## config.mk

```make
export PLATFORM = sky130hd
export DESIGN_NAME = ptis_irq_top
export DESIGN_NICKNAME = d
export VERILOG_FILES = /design/src/hdl/ptis_irq_top.v /design/src/hdl/ptis_pin_events.v
export VERILOG_INCLUDE_DIRS = /design/src /design/src/hdl
export SDC_FILE = /design/constraint.sdc
export NUM_CORES = 1
export LEC_CHECK = 0
export BUFFER_PORTS_ARGS = -buffer_cell sky130_fd_sc_hd__buf_4
export CORE_MARGIN = 10
export CORE_UTILIZATION = 44
export CTS_CLUSTER_DIAMETER = 60
export DETAILED_ROUTE_END_ITERATION = 6
export GPL_ROUTABILITY_DRIVEN = 0
export PLACE_DENSITY_LB_ADDON = 0.25
export SYNTH_ARGS = -nofsm -noshare
export SYNTH_HDL_FRONTEND = slang
export SYNTH_SLANG_ARGS = --single-unit
```

## constraint.sdc

```tcl
create_clock -name clock_i -period 5.9 [get_ports clock_i]
set_input_delay 1.18 -clock clock_i [delete_from_list [all_inputs] [get_ports clock_i]]
set_output_delay 1.18 -clock clock_i [all_outputs]
set_load 0.02 [all_outputs]
```

## src/hdl/ptis_consts.vh

```
`ifndef PTIS_CONSTS_VH
`define PTIS_CONSTS_VH

// ****************************************
// Register word indices on the bus
// ****************************************
`define PTIS_AW 4
`define PTIS_REG_MAIN 4'h0
`define PTIS_REG_SECOND 4'h1
`define PTIS_REG_THIRD 4'h2
`define PTIS_REG_TMODE 4'h3
`define PTIS_REG_TLOW 4'h4
`define PTIS_REG_THIGH 4'h5
`define PTIS_REG_STATUS 4'h6
`define PTIS_REG_MASK 4'h7

// ****************************************
// Main control fields
// ****************************************
`define PTIS_M_GIE 7
`define PTIS_M_TOE 5
`define PTIS_M_E0E 4
`define PTIS_M_PCE 3
`define PTIS_M_TOF 2
`define PTIS_M_E0F 1
`define PTIS_M_PCF 0

// ****************************************
// Second and third control fields
// ****************************************
`define PTIS_S_POL0 6
`define PTIS_S_POL1 5
`define PTIS_S_POL2 4
`define PTIS_S_TOP 2
`define PTIS_S_PCP 0
`define PTIS_T_E2P 7
`define PTIS_T_E1P 6
`define PTIS_T_E2E 4
`define PTIS_T_E1E 3
`define PTIS_T_E2F 1
`define PTIS_T_E1F 0

// ****************************************
// Timer mode fields and widths
// ****************************************
`define PTIS_TM_WIDE 0
`define PTIS_TM_RUN 1
`define PTIS_LOW_MAX 8'hff
`define PTIS_WIDE_MAX 16'hffff

// ****************************************
// Reset values and sizes
// ****************************************
`define PTIS_SECOND_RST 8'h75
`define PTIS_ZERO8 8'h00
`define PTIS_NSRC 6
`define PTIS_STK_DEPTH 31
`define PTIS_STK_FULL 5'h1f
`define PTIS_PCW 21

`endif

```

## src/hdl/ptis_irq_top.v

```verilog
`timescale 1ns/100ps
`include "ptis_consts.vh"
module ptis_irq_top (
    input wire clock_i,
    input wire rstn_i,
    input wire [`PTIS_AW-1:0] address_i,
    input wire read_i,
    input wire write_i,
    input wire [31:0] writedata_i,
    output reg [31:0] readdata_o,
    output wire waitrequest_o,
    output wire irq_o,
    input wire [2:0] ext_pins_i,
    input wire [3:0] port_pins_i,
    input wire core_sleep_i,
    input wire core_take_i,
    input wire core_return_i,
    input wire [`PTIS_PCW-1:0] core_pc_i,
    input wire [7:0] core_working_i,
    input wire [7:0] core_status_i,
    input wire [3:0] core_bank_i,
    output wire pending_o,
    output wire vector_high_o,
    output wire vector_low_o,
    output reg wake_vector_o,
    output reg wake_resume_o,
    output reg [`PTIS_PCW-1:0] return_pc_o,
    output reg [7:0] shadow_working_o,
    output reg [7:0] shadow_status_o,
    output reg [3:0] shadow_bank_o,
    output wire stack_full_o
);
    // ****************************************
    // Reset release
    // ****************************************
    reg rst_meta;
    reg rst_n;

    // Asynchronous assert, synchronous release through two stages.
    always @(posedge clock_i or negedge rstn_i) begin
        if (!rstn_i) begin
            rst_meta <= 1'b0;
            rst_n <= 1'b0;
        end else begin
            rst_meta <= 1'b1;
            rst_n <= rst_meta;
        end
    end

    // ****************************************
    // Register state
    // ****************************************
    reg [7:0] main_irq_control;
    reg [7:0] second_irq_control;
    reg [7:0] third_irq_control;
    reg [1:0] timer_mode;
    reg [7:0] timer_zero_count_low;
    reg [7:0] timer_zero_count_high;
    reg [`PTIS_NSRC-1:0] event_status;
    reg [`PTIS_NSRC-1:0] event_mask;
    reg ack;
    reg sleep_q;
    reg [2:0] wake_armed;
    reg [4:0] stack_ptr;
    reg [`PTIS_PCW-1:0] stack_mem [0:`PTIS_STK_DEPTH-1];

    wire [2:0] ext_edge;
    wire port_change;
    wire bus_req = read_i | write_i;
    wire wr_done = write_i & ack;

    // Bus write strobe for one register index.
    function wr_hit;
        input [`PTIS_AW-1:0] idx;
        begin
            wr_hit = wr_done & (address_i == idx);
        end
    endfunction

    // Next flag value: hardware set wins over a software write.
    function flag_next;
        input old;
        input set;
        input hit;
        input wbit;
        begin
            flag_next = set | (hit ? wbit : old);
        end
    endfunction

    ptis_pin_events u_pins (
        .clock_i(clock_i),
        .rst_n_i(rst_n),
        .ext_pins_i(ext_pins_i),
        .port_pins_i(port_pins_i),
        .polarity_i({second_irq_control[`PTIS_S_POL2],
                      second_irq_control[`PTIS_S_POL1],
                      second_irq_control[`PTIS_S_POL0]}),
        .ext_edge_o(ext_edge),
        .port_change_o(port_change)
    );

    // ****************************************
    // Timer
    // ****************************************
    wire low_wrap = timer_mode[`PTIS_TM_RUN] & (timer_zero_count_low == `PTIS_LOW_MAX);
    wire wide_wrap = low_wrap & (timer_zero_count_high == `PTIS_LOW_MAX);
    // Eight-bit mode watches only the low byte; wide mode needs the whole pair.
    wire timer_ovf = timer_mode[`PTIS_TM_WIDE] ? wide_wrap : low_wrap;

    // Count while running; a software write of a byte overrides the count.
    always @(posedge clock_i or negedge rst_n) begin
        if (!rst_n) begin
            timer_mode <= 2'b00;
            timer_zero_count_low <= `PTIS_ZERO8;
            timer_zero_count_high <= `PTIS_ZERO8;
        end else begin
            if (wr_hit(`PTIS_REG_TMODE))
                timer_mode <= writedata_i[1:0];
            if (wr_hit(`PTIS_REG_TLOW))
                timer_zero_count_low <= writedata_i[7:0];
            else if (timer_mode[`PTIS_TM_RUN])
                timer_zero_count_low <= timer_zero_count_low + 8'h01;
            if (wr_hit(`PTIS_REG_THIGH))
                timer_zero_count_high <= writedata_i[7:0];
            else if (timer_mode[`PTIS_TM_WIDE] & low_wrap)
                timer_zero_count_high <= timer_zero_count_high + 8'h01;
        end
    end

    // ****************************************
    // Flags, enables and priorities
    // ****************************************
    wire hit_main = wr_hit(`PTIS_REG_MAIN);
    wire hit_third = wr_hit(`PTIS_REG_THIRD);
    wire [7:0] wd = writedata_i[7:0];

    // Flags are sticky: only a bus write or a return to zero by software clears them.
    always @(posedge clock_i or negedge rst_n) begin
        if (!rst_n) begin
            main_irq_control <= `PTIS_ZERO8;
            second_irq_control <= `PTIS_SECOND_RST;
            third_irq_control <= `PTIS_ZERO8;
        end else begin
            main_irq_control[7:3] <= hit_main ? wd[7:3] : main_irq_control[7:3];
            main_irq_control[`PTIS_M_TOF] <= flag_next(main_irq_control[`PTIS_M_TOF],
                timer_ovf, hit_main, wd[`PTIS_M_TOF]);
            main_irq_control[`PTIS_M_E0F] <= flag_next(main_irq_control[`PTIS_M_E0F],
                ext_edge[0], hit_main, wd[`PTIS_M_E0F]);
            main_irq_control[`PTIS_M_PCF] <= flag_next(main_irq_control[`PTIS_M_PCF],
                port_change, hit_main, wd[`PTIS_M_PCF]);
            // Taking an interrupt drops the global enable; return restores it.
            if (core_take_i)
                main_irq_control[`PTIS_M_GIE] <= 1'b0;
            else if (core_return_i)
                main_irq_control[`PTIS_M_GIE] <= 1'b1;
            if (wr_hit(`PTIS_REG_SECOND))
                second_irq_control <= wd;
            third_irq_control[7:2] <= hit_third ? wd[7:2] : third_irq_control[7:2];
            third_irq_control[`PTIS_T_E2F] <= flag_next(third_irq_control[`PTIS_T_E2F],
                ext_edge[2], hit_third, wd[`PTIS_T_E2F]);
            third_irq_control[`PTIS_T_E1F] <= flag_next(third_irq_control[`PTIS_T_E1F],
                ext_edge[1], hit_third, wd[`PTIS_T_E1F]);
        end
    end

    // ****************************************
    // Requests toward the core
    // ****************************************
    // Each source is live only while its flag and its enable are both set.
    wire e0_act = main_irq_control[`PTIS_M_E0F] & main_irq_control[`PTIS_M_E0E];
    wire e1_act = third_irq_control[`PTIS_T_E1F] & third_irq_control[`PTIS_T_E1E];
    wire e2_act = third_irq_control[`PTIS_T_E2F] & third_irq_control[`PTIS_T_E2E];
    wire to_act = main_irq_control[`PTIS_M_TOF] & main_irq_control[`PTIS_M_TOE];
    wire pc_act = main_irq_control[`PTIS_M_PCF] & main_irq_control[`PTIS_M_PCE];
    wire global_irq_enable = main_irq_control[`PTIS_M_GIE];

    // External zero is always high; the others follow their priority bits.
    wire high_req = e0_act |
                    (e1_act & third_irq_control[`PTIS_T_E1P]) |
                    (e2_act & third_irq_control[`PTIS_T_E2P]) |
                    (to_act & second_irq_control[`PTIS_S_TOP]) |
                    (pc_act & second_irq_control[`PTIS_S_PCP]);
    wire low_req = (e1_act & ~third_irq_control[`PTIS_T_E1P]) |
                   (e2_act & ~third_irq_control[`PTIS_T_E2P]) |
                   (to_act & ~second_irq_control[`PTIS_S_TOP]) |
                   (pc_act & ~second_irq_control[`PTIS_S_PCP]);

    assign pending_o = high_req | low_req;
    // Vectoring additionally needs the global enable.
    assign vector_high_o = global_irq_enable & high_req;
    assign vector_low_o = global_irq_enable & low_req & ~high_req;

    // ****************************************
    // Wake from idle or sleep
    // ****************************************
    // Enables are sampled at sleep entry, so enabling later does not wake.
    wire [2:0] ext_en = {third_irq_control[`PTIS_T_E2E], third_irq_control[`PTIS_T_E1E],
                         main_irq_control[`PTIS_M_E0E]};
    wire [2:0] ext_flag = {third_irq_control[`PTIS_T_E2F], third_irq_control[`PTIS_T_E1F],
                           main_irq_control[`PTIS_M_E0F]};
    wire wake = sleep_q & core_sleep_i & |(wake_armed & ext_en & ext_flag);

    always @(posedge clock_i or negedge rst_n) begin
        if (!rst_n) begin
            sleep_q <= 1'b0;
            wake_armed <= 3'h0;
            wake_vector_o <= 1'b0;
            wake_resume_o <= 1'b0;
        end else begin
            sleep_q <= core_sleep_i;
            if (core_sleep_i & ~sleep_q)
                wake_armed <= ext_en;
            wake_vector_o <= wake & global_irq_enable;
            wake_resume_o <= wake & ~global_irq_enable;
        end
    end

    // ****************************************
    // Return stack and fast shadow store
    // ****************************************
    assign stack_full_o = (stack_ptr == `PTIS_STK_FULL);

    // Pushes beyond the last slot are dropped rather than wrapping over old entries.
    always @(posedge clock_i or negedge rst_n) begin
        if (!rst_n) begin
            stack_ptr <= 5'h00;
            return_pc_o <= {`PTIS_PCW{1'b0}};
            shadow_working_o <= `PTIS_ZERO8;
            shadow_status_o <= `PTIS_ZERO8;
            shadow_bank_o <= 4'h0;
        end else if (core_take_i) begin
            if (!stack_full_o) begin
                stack_ptr <= stack_ptr + 5'h01;
            end
            return_pc_o <= core_pc_i;
            shadow_working_o <= core_working_i;
            shadow_status_o <= core_status_i;
            shadow_bank_o <= core_bank_i;
        end else if (core_return_i && stack_ptr != 5'h00) begin
            stack_ptr <= stack_ptr - 5'h01;
            return_pc_o <= stack_mem[stack_ptr - 5'h01];
        end
    end

    // The array has no reset; entries are only read after being written.
    always @(posedge clock_i) begin
        if (core_take_i && !stack_full_o)
            stack_mem[stack_ptr] <= core_pc_i;
    end

    // ****************************************
    // Event status, mask and interrupt line
    // ****************************************
    wire [`PTIS_NSRC-1:0] ev_set = {wake, port_change, timer_ovf, ext_edge};
    wire [`PTIS_NSRC-1:0] ev_clr = wr_hit(`PTIS_REG_STATUS) ? writedata_i[`PTIS_NSRC-1:0] :
                                   {`PTIS_NSRC{1'b0}};

    // Write one to clear; a new event in the same cycle keeps its bit.
    always @(posedge clock_i or negedge rst_n) begin
        if (!rst_n) begin
            event_status <= {`PTIS_NSRC{1'b0}};
            event_mask <= {`PTIS_NSRC{1'b0}};
        end else begin
            event_status <= ev_set | (event_status & ~ev_clr);
            if (wr_hit(`PTIS_REG_MASK))
                event_mask <= writedata_i[`PTIS_NSRC-1:0];
        end
    end

    assign irq_o = |(event_status & event_mask);

    // ****************************************
    // Avalon-MM slave
    // ****************************************
    // One wait cycle per access keeps read data registered.
    assign waitrequest_o = bus_req & ~ack;

    // Read mux; unmapped indices read as zero and writes to them are dropped.
    reg [31:0] next_readdata;
    always @* begin
        next_readdata = 32'h00000000;
        case (address_i)
            `PTIS_REG_MAIN: next_readdata[7:0] = main_irq_control;
            `PTIS_REG_SECOND: next_readdata[7:0] = second_irq_control;
            `PTIS_REG_THIRD: next_readdata[7:0] = third_irq_control;
            `PTIS_REG_TMODE: next_readdata[1:0] = timer_mode;
            `PTIS_REG_TLOW: next_readdata[7:0] = timer_zero_count_low;
            `PTIS_REG_THIGH: next_readdata[7:0] = timer_zero_count_high;
            `PTIS_REG_STATUS: next_readdata[`PTIS_NSRC-1:0] = event_status;
            `PTIS_REG_MASK: next_readdata[`PTIS_NSRC-1:0] = event_mask;
            default: next_readdata = 32'h00000000;
        endcase
    end

    always @(posedge clock_i or negedge rst_n) begin
        if (!rst_n) begin
            ack <= 1'b0;
            readdata_o <= 32'h00000000;
        end else begin
            ack <= bus_req & ~ack;
            if (read_i & ~ack)
                readdata_o <= next_readdata;
        end
    end
endmodule // ptis_irq_top

```

## src/hdl/ptis_pin_events.v

```verilog
`timescale 1ns/100ps
// Synchronises the seven interrupt pins and turns them into one-cycle events.
module ptis_pin_events (
    input wire clock_i,
    input wire rst_n_i,
    input wire [2:0] ext_pins_i,
    input wire [3:0] port_pins_i,
    input wire [2:0] polarity_i,
    output reg [2:0] ext_edge_o,
    output reg port_change_o
);
    reg [6:0] meta;
    reg [6:0] sync;
    reg [6:0] prev;
    reg [3:0] latched;

    // Two-stage synchroniser; only sync reads the first stage.
    always @(posedge clock_i or negedge rst_n_i) begin
        if (!rst_n_i) begin
            meta <= 7'h00;
            sync <= 7'h00;
            prev <= 7'h00;
            latched <= 4'h0;
            ext_edge_o <= 3'h0;
            port_change_o <= 1'b0;
        end else begin
            meta <= {port_pins_i, ext_pins_i};
            sync <= meta;
            prev <= sync;
            // Rising edge when polarity is one, falling edge otherwise.
            ext_edge_o <= (polarity_i & sync[2:0] & ~prev[2:0]) |
                          (~polarity_i & ~sync[2:0] & prev[2:0]);
            // The latched copy follows the pins so each change flags once.
            port_change_o <= |(sync[6:3] ^ latched);
            latched <= sync[6:3];
        end
    end
endmodule // ptis_pin_events
```

==> metrics.cfg, run 1 <==
[yosys]
yosysUniqueCellTypes = 60
synth_warnings = 0
synth_area_um2 = 31400
ys_ff_latch = 793
syn_area_per_cell_um2 = 19.1
synthCells = 1649
synth_area_leaders = edfxtp_1, mux4_2, dfrtp_1
synth_top_area_frac = 0.622
async_flop_share = 0.179
synth_edf_count = 651
synth_area_leader_cell = edfxtp_1
ys.flop_type = edfxtp_1
yosysSeqAreaShare = 0.736

[timing]
clock_skew_ns = 0.0207
hold_violations = 0
worst-slew-pin-transition_ns = 1.06
post-route-min-period_ns = 3.99
finalSetupTns_ns = 0
fmax_ghz = 0.251
rsz0062_at_grt = false
fin_crit_sh = 0.676
slew_headroom = 0.291
slew_violations = 0
setup_viol = 0

[clock_network]
cts_hold_buf = 0
post_cts_buffers = 0
path_clk_slew_ns = 0.06
cts_htree_levels = 3
clkLatencyLatePin_ns = 0.62
cts_resized = 0
clock_sinks = 793
cts_buffer_depth = 3
cts-root-buf = clkbuf_16
cts-buffers-inserted = 84
cts_tree = built

[drt]
drt-initial-drc-count = 1609
first_pass_iters = 5
vias = 16100
avgRoutedWirePerCell_um = 25.3
drt_wl_total_mm = 71.5
drtAntennaViolNets = 0
via_per_inst = 5.70
drc_errors = 0

[place]
hpwlAfterDp_mm = 41.3
io_buffers = 123

[global_routing]
gr-total-overflow = 0
grt_start_max_net_pins = 109
grt_usage = 0.172
grt_pass1_wl_mm = 107
grt_pass1_vias = 16400
antenna_found_initial = 1

[die]
rows = 97
num_io_pins = 172
start_util = 0.446
design.die.area_um2 = 82500
die_y_um = 287
fp.dieW_um = 287
core_area_um2 = 70400

[setup_path]
cpPeakStageDelay_ns = 0.79
worstSetupStartpointType = flop
worstSetupEndpointType = flop
crit_top_cell = mux4_2
cp_num_buf_inv = 2
cp_top_family = multiplexers
worstPathRequired_ns = 6.40
cpMaxStageDelayCell = ha_4
path_max_fanout = 47
crit_chain = inv_1, ha_4, buf_4, mux4_2, mux4_2, nor2b_1, o32a_1
arrival_ns = 4.49
critPathKind = flop to flop

[final_layout]
n_antenna_cell = 0
drive_gt1_frac = 0.294
nets = 1916
area_delta_synth_final_pct = 15.5

[flow_run]
drv_cap = 0

[pwr]
switching_share = 0.308
p_comb_frac = 0.312
ir_drop_mv = 0.472
power_mw = 17.7
p_int_mw = 12.3
power.share.clock = 0.296
leakagePower_nw = 12.3
p_switching_mw = 5.46
power_density_nw_per_um2 = 489
seqPwrFrac = 0.392

[min_path]
hold_path_class = primary input to asynchronous set/reset pin

[run_status]
outcome = finished clean

## sequential cells by signal (all words and copies together) (netlist names), 3 cells and up
name	flops
main_irq_control	8
event_mask	6
timer_zero_count_low	8
shadow_working_o	8
wake_armed	3
third_irq_control	8
readdata_o	8
stack_ptr	5
u_pins.ext_edge_o	3
timer_zero_count_high	8
u_pins.meta	7
u_pins.latched	4
return_pc_o	21
u_pins.prev	3
shadow_status_o	8
shadow_bank_o	4
event_status	6
stack_mem	651
u_pins.sync	7
second_irq_control	8
## cells in the final DEF (no fill, tap or decap), types with 21 or more instances in the layout
cell type | Yosys | final
edfxtp_1 | 651 | 651
nor2b_1 | 24 | 24
a21oi_1 | 34 | 33
o211ai_1 | 22 | 22
conb_1 | 2 | 25
nand2_1 | 65 | 65
clkbuf_1 | 41 | 21
nor2_1 | 89 | 58
mux2_2 | 49 | 49
mux4_2 | 167 | 167
dfrtp_1 | 137 | 135
o21ai_0 | 23 | 23
nand3_1 | 66 | 66
nor2_2 | 0 | 31
buf_4 | 38 | 165
clkbuf_16 | 0 | 86
mux2i_1 | 33 | 32
## kinds of logic after synthesis
kind of cell / share of synthesized area
AO/OA/AOI/OAI: 0.0359
XOR/XNOR: 0.00773
adder cells (fa/ha/maj): 0.00319
buffers and inverters: 0.0217
flip-flops: 0.736
multiplexers: 0.153
other: 0.000239
AND/OR/NAND/NOR: 0.0423
## Yosys cell counts, drive strengths merged, types with 2 or more instances
cell	number
nor3b	2
o32a	20
and2	2
a21oi	34
o31ai	2
xor2	7
o221ai	2
a21o	5
conb	2
clkbuf	41
nor2	89
nand3	66
mux2	55
a21boi	2
xnor2	19
and3	6
ha	8
a211o	4
dfstp	5
edfxtp	651
a221oi	3
a22oi	6
o211ai	22
nor2b	24
o21ai	28
nand2b	6
nand2	65
nor3	6
nand4	6
dfrtp	137
mux2i	33
nand3b	5
buf	69
a31oi	2
a221o	19
inv	12
mux4	171
## through the flow
step                      hold WS, ns  setup slack [ns]  utilization  cell area [um2]  std cells
after global routing            0.323              1.73        0.515            36300       2827
after detailed placement        0.335              1.65        0.476            33500       2671
after global placement          0.332              1.76        0.476            33500       2671
after floorplan                 0.331              1.66            -            31500       1672
after CTS                       0.310              1.88        0.515            36300       2827
final                           0.347              1.91        0.515            36300       2827
## final cells by class
class | count | area, um2
fillers | 5663 | 34100
multi-input cells | 757 | 7850
clock buffers | 118 | 2380
clock inverters | 38 | 397
well taps | 940 | 1180
flip-flops and latches | 793 | 23100
inverters | 12 | 45.0
repair buffers | 169 | 1320
## path summary, 6_finish.rpt
check	startpoint	to	slack, ns	cells after the start
worst max register to register	stack_ptr[0]$_DFFE_PN0P_	return_pc_o[8]$_DFFE_PN0P_	1.91	7
max in group asynchronous	rst_n$_DFF_PN0_	stack_ptr[0]$_DFFE_PN0P_	4.28	1
worst max-delay path	stack_ptr[0]$_DFFE_PN0P_	return_pc_o[8]$_DFFE_PN0P_	1.91	7
min in group clock_i	u_pins.meta[6]$_DFF_PN0_	u_pins.sync[6]$_DFF_PN0_	0.35	0
worst min-delay path	rstn_i	rst_n$_DFF_PN0_	0.35	1
worst min register to register	u_pins.meta[6]$_DFF_PN0_	u_pins.sync[6]$_DFF_PN0_	0.35	0
## layer usage
layer,up-vias,track usage,share of wire
li1,6925,-,-
met1,8569,0.246,0.44
met2,522,0.276,0.49
met3,85,0.0237,0.061
met4,0,0.0450,0.015
met5,-,0,0
## power groups by stage
stage	logic, mW	clock network (mW)	registers (mW)
global route	5.94	5.58	7.00
CTS	5.63	5.37	6.95
finish	5.54	5.25	6.95
detailed placement	5.62	0	7.06
global placement	5.56	0	7.04
floorplan	3.95	0	6.99
Power figures use the tool's default switching activity.
==> run 2, diff against run 1 <==
--- a/config.mk
+++ b/config.mk
@@ -6,6 +6,7 @@
 export SDC_FILE = /design/constraint.sdc
 export NUM_CORES = 1
 export LEC_CHECK = 0
+export ABC_AREA = 1
 export BUFFER_PORTS_ARGS = -buffer_cell sky130_fd_sc_hd__buf_4
 export CORE_MARGIN = 10
 export CORE_UTILIZATION = 44
==> constraint.sdc (replaced) <==
create_clock -name clock_i -period 3.65 [get_ports clock_i]
set_input_delay 0.73 -clock clock_i [delete_from_list [all_inputs] [get_ports clock_i]]
set_output_delay 0.73 -clock clock_i [all_outputs]
set_load 0.02 [all_outputs]
==> run 2 against run 1 <==
Total power is 76% higher. Final cell count is 65% higher. Clock skew is 0.014 ns higher. Synthesized area is 9.7% higher. Worst hold slack worse by 0.16 ns. Global-route usage is 1.8 points higher. Clock power is 57% higher. First-iteration DRC count is 18% higher. Wire length is 22% higher. Largest cell class unchanged.
==> metrics.cfg, run 2 <==
[timing]
hold_violations = 0  ; unchanged
slew_headroom = 0.247  ; was 0.291
fin_crit_sh = 0.808  ; was 0.676
worst-slew-pin-transition_ns = 1.13  ; was 1.06 ns
clock_skew_ns = 0.0344  ; was 0.0207 ns
fmax_ghz = 0.339  ; was 0.251 GHz
finalSetupTns_ns = 0  ; unchanged
post-route-min-period_ns = 2.95  ; was 3.99 ns
slew_violations = 0  ; unchanged
rsz0062_at_grt = false  ; unchanged
setup_viol = 0  ; unchanged
holdWs_ns = 0.186  ; was 0.347 ns

[global_routing]
grt_pass1_vias = 22700  ; was 16,400
grt_usage = 0.191  ; was 0.172
grt_pass1_wl_mm = 134  ; was 107 mm
gr-total-overflow = 0  ; unchanged
antenna_found_initial = 3  ; was 1
grt_start_max_net_pins = 223  ; was 109

[die]
rows = 102  ; was 97
start_util = 0.444  ; was 0.446
fp.dieW_um = 300  ; was 287 um
core_area_um2 = 77600  ; was 70,400 um2
design.die.area_um2 = 89900  ; was 82,500 um2
num_io_pins = 172  ; unchanged
die_y_um = 300  ; was 287 um

[yosys]
synth_edf_count = 651  ; unchanged
synthCells = 3436  ; was 1,649
synth_area_um2 = 34500  ; was 31,400 um2
yosysSeqAreaShare = 0.671  ; was 0.736
synthTopCellsByCount = nand2_1, edfxtp_1, nand3_1  ; was edfxtp_1, mux4_2, dfrtp_1
yosysUniqueCellTypes = 44  ; was 60
yosysMostFrequentCell = nand2_1  ; was edfxtp_1
async_flop_share = 0.179  ; unchanged
synth_area_leaders = edfxtp_1, nand2_1, dfrtp_1  ; was edfxtp_1, mux4_2, dfrtp_1
synth_warnings = 0  ; unchanged
syn_area_per_cell_um2 = 10.0  ; was 19.1 um2
ys.flop_type = edfxtp_1  ; unchanged
synth_top_area_frac = 0.567  ; was 0.622
synth_area_leader_cell = edfxtp_1  ; unchanged
ys_ff_latch = 793  ; unchanged

[clock_network]
cts-root-buf = clkbuf_16  ; unchanged
cts_htree_levels = 3  ; unchanged
clkLatencyLatePin_ns = 0.65  ; was 0.62 ns
cts_buffer_depth = 3  ; unchanged
cts_tree = built  ; unchanged
path_clk_slew_ns = 0.06  ; about the same
clock_sinks = 793  ; unchanged
cts_resized = 0  ; unchanged
cts-buffers-inserted = 85  ; was 84

[setup_path]
worstSetupStartpointType = flop  ; unchanged
critPathKind = flop to flop  ; unchanged
worstSetupEndpointType = flop  ; unchanged
arrival_ns = 3.28  ; was 4.49 ns
worstPathRequired_ns = 3.98  ; was 6.40 ns
path_max_fanout = 16  ; was 47

[final_layout]
largest_reg_flops = 651  ; unchanged
mostFrequentLayoutCells = nand2_1, edfxtp_1, nand3_1, inv_1, buf_4  ; was edfxtp_1, mux4_2, buf_4, dfrtp_1, clkbuf_16
drive_gt1_frac = 0.108  ; was 0.294
fin_area_um2 = 39300  ; was 36,300 um2
reg_top3 = stack_mem x651, return_pc_o x21  ; unchanged
nets = 3662  ; was 1,916
top_register = stack_mem  ; unchanged
stdcell_count = 4670  ; was 2,827
n_antenna_cell = 0  ; unchanged
final_common_cell = nand2_1  ; was edfxtp_1
area_delta_synth_final_pct = 14.1  ; was 15.5%

[min_path]
hold_path_class = primary input to flop  ; was primary input to asynchronous set/reset pin

[place]
io_buffers = 123  ; unchanged
place_area_um2 = 36700  ; was 33,500 um2
hpwlAfterDp_mm = 51.2  ; was 41.3 mm
placedCellCount = 4515  ; was 2,671

[drt]
drt-initial-drc-count = 1906  ; was 1,609
drtAntennaViolNets = 0  ; unchanged
drc_errors = 0  ; unchanged
first_pass_iters = 7  ; was 5
avgRoutedWirePerCell_um = 18.7  ; was 25.3 um
vias = 23500  ; was 16,100
via_per_inst = 5.03  ; was 5.70
drt_wl_total_mm = 87.5  ; was 71.5 mm

[flow_run]
drv_cap = 0  ; unchanged

[pwr]
ir_drop_mv = 1.61  ; was 0.472 mV
power_density_nw_per_um2 = 796  ; was 489 nW/um2
leakagePower_nw = 17.1  ; was 12.3 nW

[run_status]
outcome = finished clean  ; unchanged

[run 2: changes by cell type after synthesis, moves of 21 or more]
cell,change
mux2i_1,-33
nand2_1,+1094
nor2_1,-29
o21ai_1,+21
nor2b_1,-24
buf_2,+64
nand3_1,+449
mux4_2,-167
mux2_2,-49
inv_1,+492
[run 2: path summary, 6_finish.rpt]
check	slack, ns	depth (start not counted)	end	startpoint
min reg2reg	0.26	0	shadow_working_o[6]$_DFFE_PN0P_	rst_n$_DFF_PN0_
max in group asynchronous	2.48	1	second_irq_control[2]$_DFFE_PN1P_	rst_n$_DFF_PN0_
max	0.70	8	stack_mem[2][18]$_DFFE_PP_	stack_ptr[0]$_DFFE_PN0P_
min	0.19	1	u_pins.meta[5]$_DFF_PN0_	port_pins_i[2]
min in group asynchronous	0.26	0	shadow_working_o[6]$_DFFE_PN0P_	rst_n$_DFF_PN0_
max reg2reg	0.70	8	stack_mem[2][18]$_DFFE_PP_	stack_ptr[0]$_DFFE_PN0P_
[run 2: final cells by class]
| type | instances | area [um2] |
|---|---|---|
| Clock buffer | 107 | 2250 |
| Clock inverter | 47 | 397 |
| Fill cell | 6993 | 38300 |
| Inverter | 518 | 1960 |
| Multi-Input combinational cell | 1969 | 8710 |
| Sequential cell | 793 | 23100 |
| Tap cell | 1040 | 1300 |
| Timing Repair Buffer | 196 | 1570 |
[run 2: repair_timing]
item,in CTS,in global routing
endpoints found under the hold margin,2,0
setup buffers,0,0
hold buffers,1,0
[run 2: metrics by stage]
step	util	worst slack, ns	power, mW
2_1_floorplan	-	0.857	19.2
3_3_place_gp	0.472	0.676	23.1
3_5_place_dp	0.472	0.652	23.2
4_1_cts	0.507	0.661	31.5
5_1_grt	0.507	0.514	33.1
6_report	0.507	0.700	31.3
[run 2: where the power goes]
group / internal, mW / total, mW / leakage (nW) / switching (mW)
Combinational: 3.50 / 12.0 / 8.22 / 8.54
Sequential: 10.6 / 11.0 / 7.55 / 0.400
Clock: 4.69 / 8.24 / 1.31 / 3.56
[run 2: per-layer routing]
| metal | vias to the layer above | global-route usage | wire length, um |
|---|---|---|---|
| met5 | - | 0 | 27 |
| met4 | 4 | 0.0605 | 2130 |
| met3 | 134 | 0.0295 | 5470 |
| met2 | 698 | 0.308 | 41600 |
| met1 | 11300 | 0.262 | 38300 |
| li1 | 11400 | - | - |
[run 2: critical path: stages (launching register included)]
cell,delay (ns)
dfrtp_4,0.54
ha_1,0.23
nand2_1,0.10
nor2_1,0.06
ha_1,0.24
nor2_1,0.31
nand2_1,0.39
nor2_2,0.54
buf_12,0.24
[run 2: cells by family after synthesis]
group,share of synthesized area
buf+inv,0.0824
fa+ha+maj,0.00290
flops,0.671
compound gates,0.0227
other cells,0.000218
xor+xnor,0.00527
simple gates,0.216
==> run 3, diff against run 2 <==
==> constraint.sdc (replaced) <==
create_clock -name clock_i -period 2.6 [get_ports clock_i]
set_input_delay 0.52 -clock clock_i [delete_from_list [all_inputs] [get_ports clock_i]]
set_output_delay 0.52 -clock clock_i [all_outputs]
set_load 0.02 [all_outputs]
==> run 3 against run 2 <==
Wire length increased by 1.5%. Clock-buffer cell count is 10 higher. Die area unchanged. Final area up 2.7%. Highest routed layer is now met4. Non-clock buffer count up 46. Largest power group unchanged. Via count is 1.6% higher.
==> metrics.cfg, run 3 (same netlist as run 2, synthesis figures left out) <==
[run_status]
outcome = finished clean  ; unchanged

[setup_path]
arrival_ns = 2.02  ; was 3.28 ns
worstPathRequired_ns = 2.08  ; was 3.98 ns
cp_num_buf_inv = 2  ; was 1
worstSetupStartpointType = flop  ; unchanged
path_max_fanout = 3  ; was 16
cpPeakStageDelay_ns = 0.52  ; was 0.54 ns
worstSetupEndpointType = primary output  ; was flop
cp_top_family = flip-flops  ; was simple AND/OR/NAND/NOR gates
critPathKind = flop to primary output  ; was flop to flop
cpMaxStageDelayCell = dfrtp_4  ; unchanged
crit_chain = ha_2, nand2_1, nor2_1, ha_1, buf_6, buf_4  ; was ha_1, nand2_1, nor2_1, ha_1, nor2_1, nand2_1, nor2_2, buf_12

[pwr]
p_switching_mw = 17.8  ; was 12.5 mW
switching_share = 0.387  ; was 0.399
leakagePower_nw = 17.5  ; was 17.1 nW
power_mw = 45.9  ; was 31.3 mW
p_comb_frac = 0.386  ; was 0.385
ir_drop_mv = 1.40  ; was 1.61 mV
power_density_nw_per_um2 = 1140  ; was 796 nW/um2
power.share.clock = 0.278  ; was 0.264
seqPwrFrac = 0.336  ; was 0.351
p_int_mw = 28.1  ; was 18.8 mW

[clock_network]
clkLatencyLatePin_ns = 0.65  ; about the same
cts_htree_levels = 3  ; unchanged
cts_buffer_depth = 3  ; unchanged
path_clk_slew_ns = 0.06  ; about the same
cts-buffers-inserted = 90  ; was 85
cts_tree = built  ; unchanged
clock_sinks = 793  ; unchanged
cts-root-buf = clkbuf_16  ; unchanged

[die]
design.die.area_um2 = 89900  ; unchanged
rows = 102  ; unchanged
start_util = 0.444  ; unchanged
fp.dieW_um = 300  ; unchanged
core_area_um2 = 77600  ; unchanged
die_y_um = 300  ; unchanged
num_io_pins = 172  ; unchanged

[final_layout]
final-seq-area_um2 = 23100  ; about the same
n_antenna_cell = 0  ; unchanged
nets = 3713  ; was 3,662
final_common_cell = nand2_1  ; unchanged
fin_area_um2 = 40300  ; was 39,300 um2
drive_gt1_frac = 0.124  ; was 0.108
reg_top3 = stack_mem x651, return_pc_o x21  ; unchanged
fillers = 6890  ; was 6,993
mostFrequentLayoutCells = nand2_1, edfxtp_1, nand3_1, inv_1, buf_4  ; unchanged
top_register = stack_mem  ; unchanged
multi_input_area_um2 = 8720  ; was 8710 um2
area_delta_synth_final_pct = 17.1  ; was 14.1%
largest_reg_flops = 651  ; unchanged

[min_path]
hold_path_class = primary input to flop  ; unchanged

[timing]
slew_headroom = 0.314  ; was 0.247
rsz0062_at_grt = true  ; was false
fmax_ghz = 0.394
post-route-min-period_ns = 2.54
hold_violations = 0  ; unchanged
fin_crit_sh = 0.977
clock_skew_ns = 0.0283  ; was 0.0344 ns
worst-slew-pin-transition_ns = 1.03  ; was 1.13 ns
slew_violations = 0  ; unchanged
setup_viol = 0  ; unchanged

[global_routing]
grt_usage = 0.194  ; was 0.191
grt_pass1_vias = 23200  ; was 22,700
gr-total-overflow = 0  ; unchanged
antenna_found_initial = 1  ; was 3
grt_pass1_wl_mm = 136  ; was 134 mm
grt_start_max_net_pins = 194  ; was 223

[place]
io_buffers = 123  ; unchanged
hpwlAfterDp_mm = 52.7  ; was 51.2 mm
place_area_um2 = 37200  ; was 36,700 um2

[drt]
drt-initial-drc-count = 2071  ; was 1,906
drt_wl_total_mm = 88.8  ; was 87.5 mm
drc_errors = 0  ; unchanged
vias = 23900  ; was 23,500
drtAntennaViolNets = 0  ; unchanged
via_per_inst = 5.05  ; was 5.03
first_pass_iters = 5  ; was 7
avgRoutedWirePerCell_um = 18.8  ; was 18.7 um

[flow_run]
drv_cap = 0  ; unchanged

==> run 3: changes by cell type in the layout (fill, tap and decap cells not counted), sizes merged <==
cell,previous run,this run
clkbuf,107,117
clkinvlp,1,5
buf,195,233
dlygate4sd3,1,9
inv,525,523
clkinv,35,34
bufinv,4,8
==> run 3: area by class of cell <==
class,count,share of cell area
clock buffers,117,0.0619
clock inverters,52,0.0131
inverters,518,0.0485
multi-input cells,1969,0.216
flip-flops and latches,793,0.573
well taps,1040,0.0322
repair buffers,242,0.0553
==> run 3: path summary, 6_finish.rpt <==
check,startpoint,end,slack (ns),depth (start not counted)
min in group asynchronous,rst_n$_DFF_PN0_,shadow_status_o[1]$_DFFE_PN0P_,0.21,0
max,stack_ptr[0]$_DFFE_PN0P_,stack_full_o,0.06,6
min,core_status_i[0],shadow_status_o[0]$_DFFE_PN0P_,0.09,3
max in group asynchronous,rst_n$_DFF_PN0_,return_pc_o[5]$_DFFE_PN0P_,1.67,1
min reg2reg,rst_n$_DFF_PN0_,shadow_status_o[1]$_DFFE_PN0P_,0.21,0
max reg2reg,stack_ptr[0]$_DFFE_PN0P_,return_pc_o[19]$_DFFE_PN0P_,0.11,10
==> run 3: metal layers <==
metal  routed length [um]  up-vias  global-route usage
met1                38900    11500               0.265
met2                42600      726               0.322
met3                 5200      138              0.0249
met5                    0        -                   0
met4                 2190        0              0.0553
li1                     -    11500                   -
==> run 3: power by group through the flow <==
stage	sequential (mW)	clock [mW]	combinational, mW
finish	15.4	12.8	17.7
global route	15.5	13.5	19.6
CTS	15.4	13.0	17.8
detailed placement	15.7	0	17.7
global placement	15.7	0	17.6
floorplan	15.8	0	11.1
==> run 3: metrics by stage <==
stage | TNS, ns | hold WS, ns | setup slack [ns] | cells | util
6_report | 0 | 0.0882 | 0.0592 | 4731 | 0.520
4_1_cts | 0 | 0.0570 | 0.0229 | 4728 | 0.519
3_5_place_dp | 0 | 0.218 | 0.0368 | 4549 | 0.479
3_3_place_gp | 0 | 0.217 | 0.0370 | 4549 | 0.479
2_1_floorplan | -125.08 | 0.224 | -0.193 | 3459 | -
5_1_grt | -0.00961 | 0.0735 | -0.00751 | 4731 | 0.520
==> run 3: worst min-delay path, stage by stage <==
cell and delay [ns]:
buf_4 0.07, nand2_1 0.04, nand2_1 0.05
==> run 3: repair_timing <==
action	CTS	global route
setup endpoints to repair	2	10
gates resized for setup	1	4
hold buffers	9	0
hold endpoints to repair	10	0
pin swaps	0	2
buffers inserted	1	3
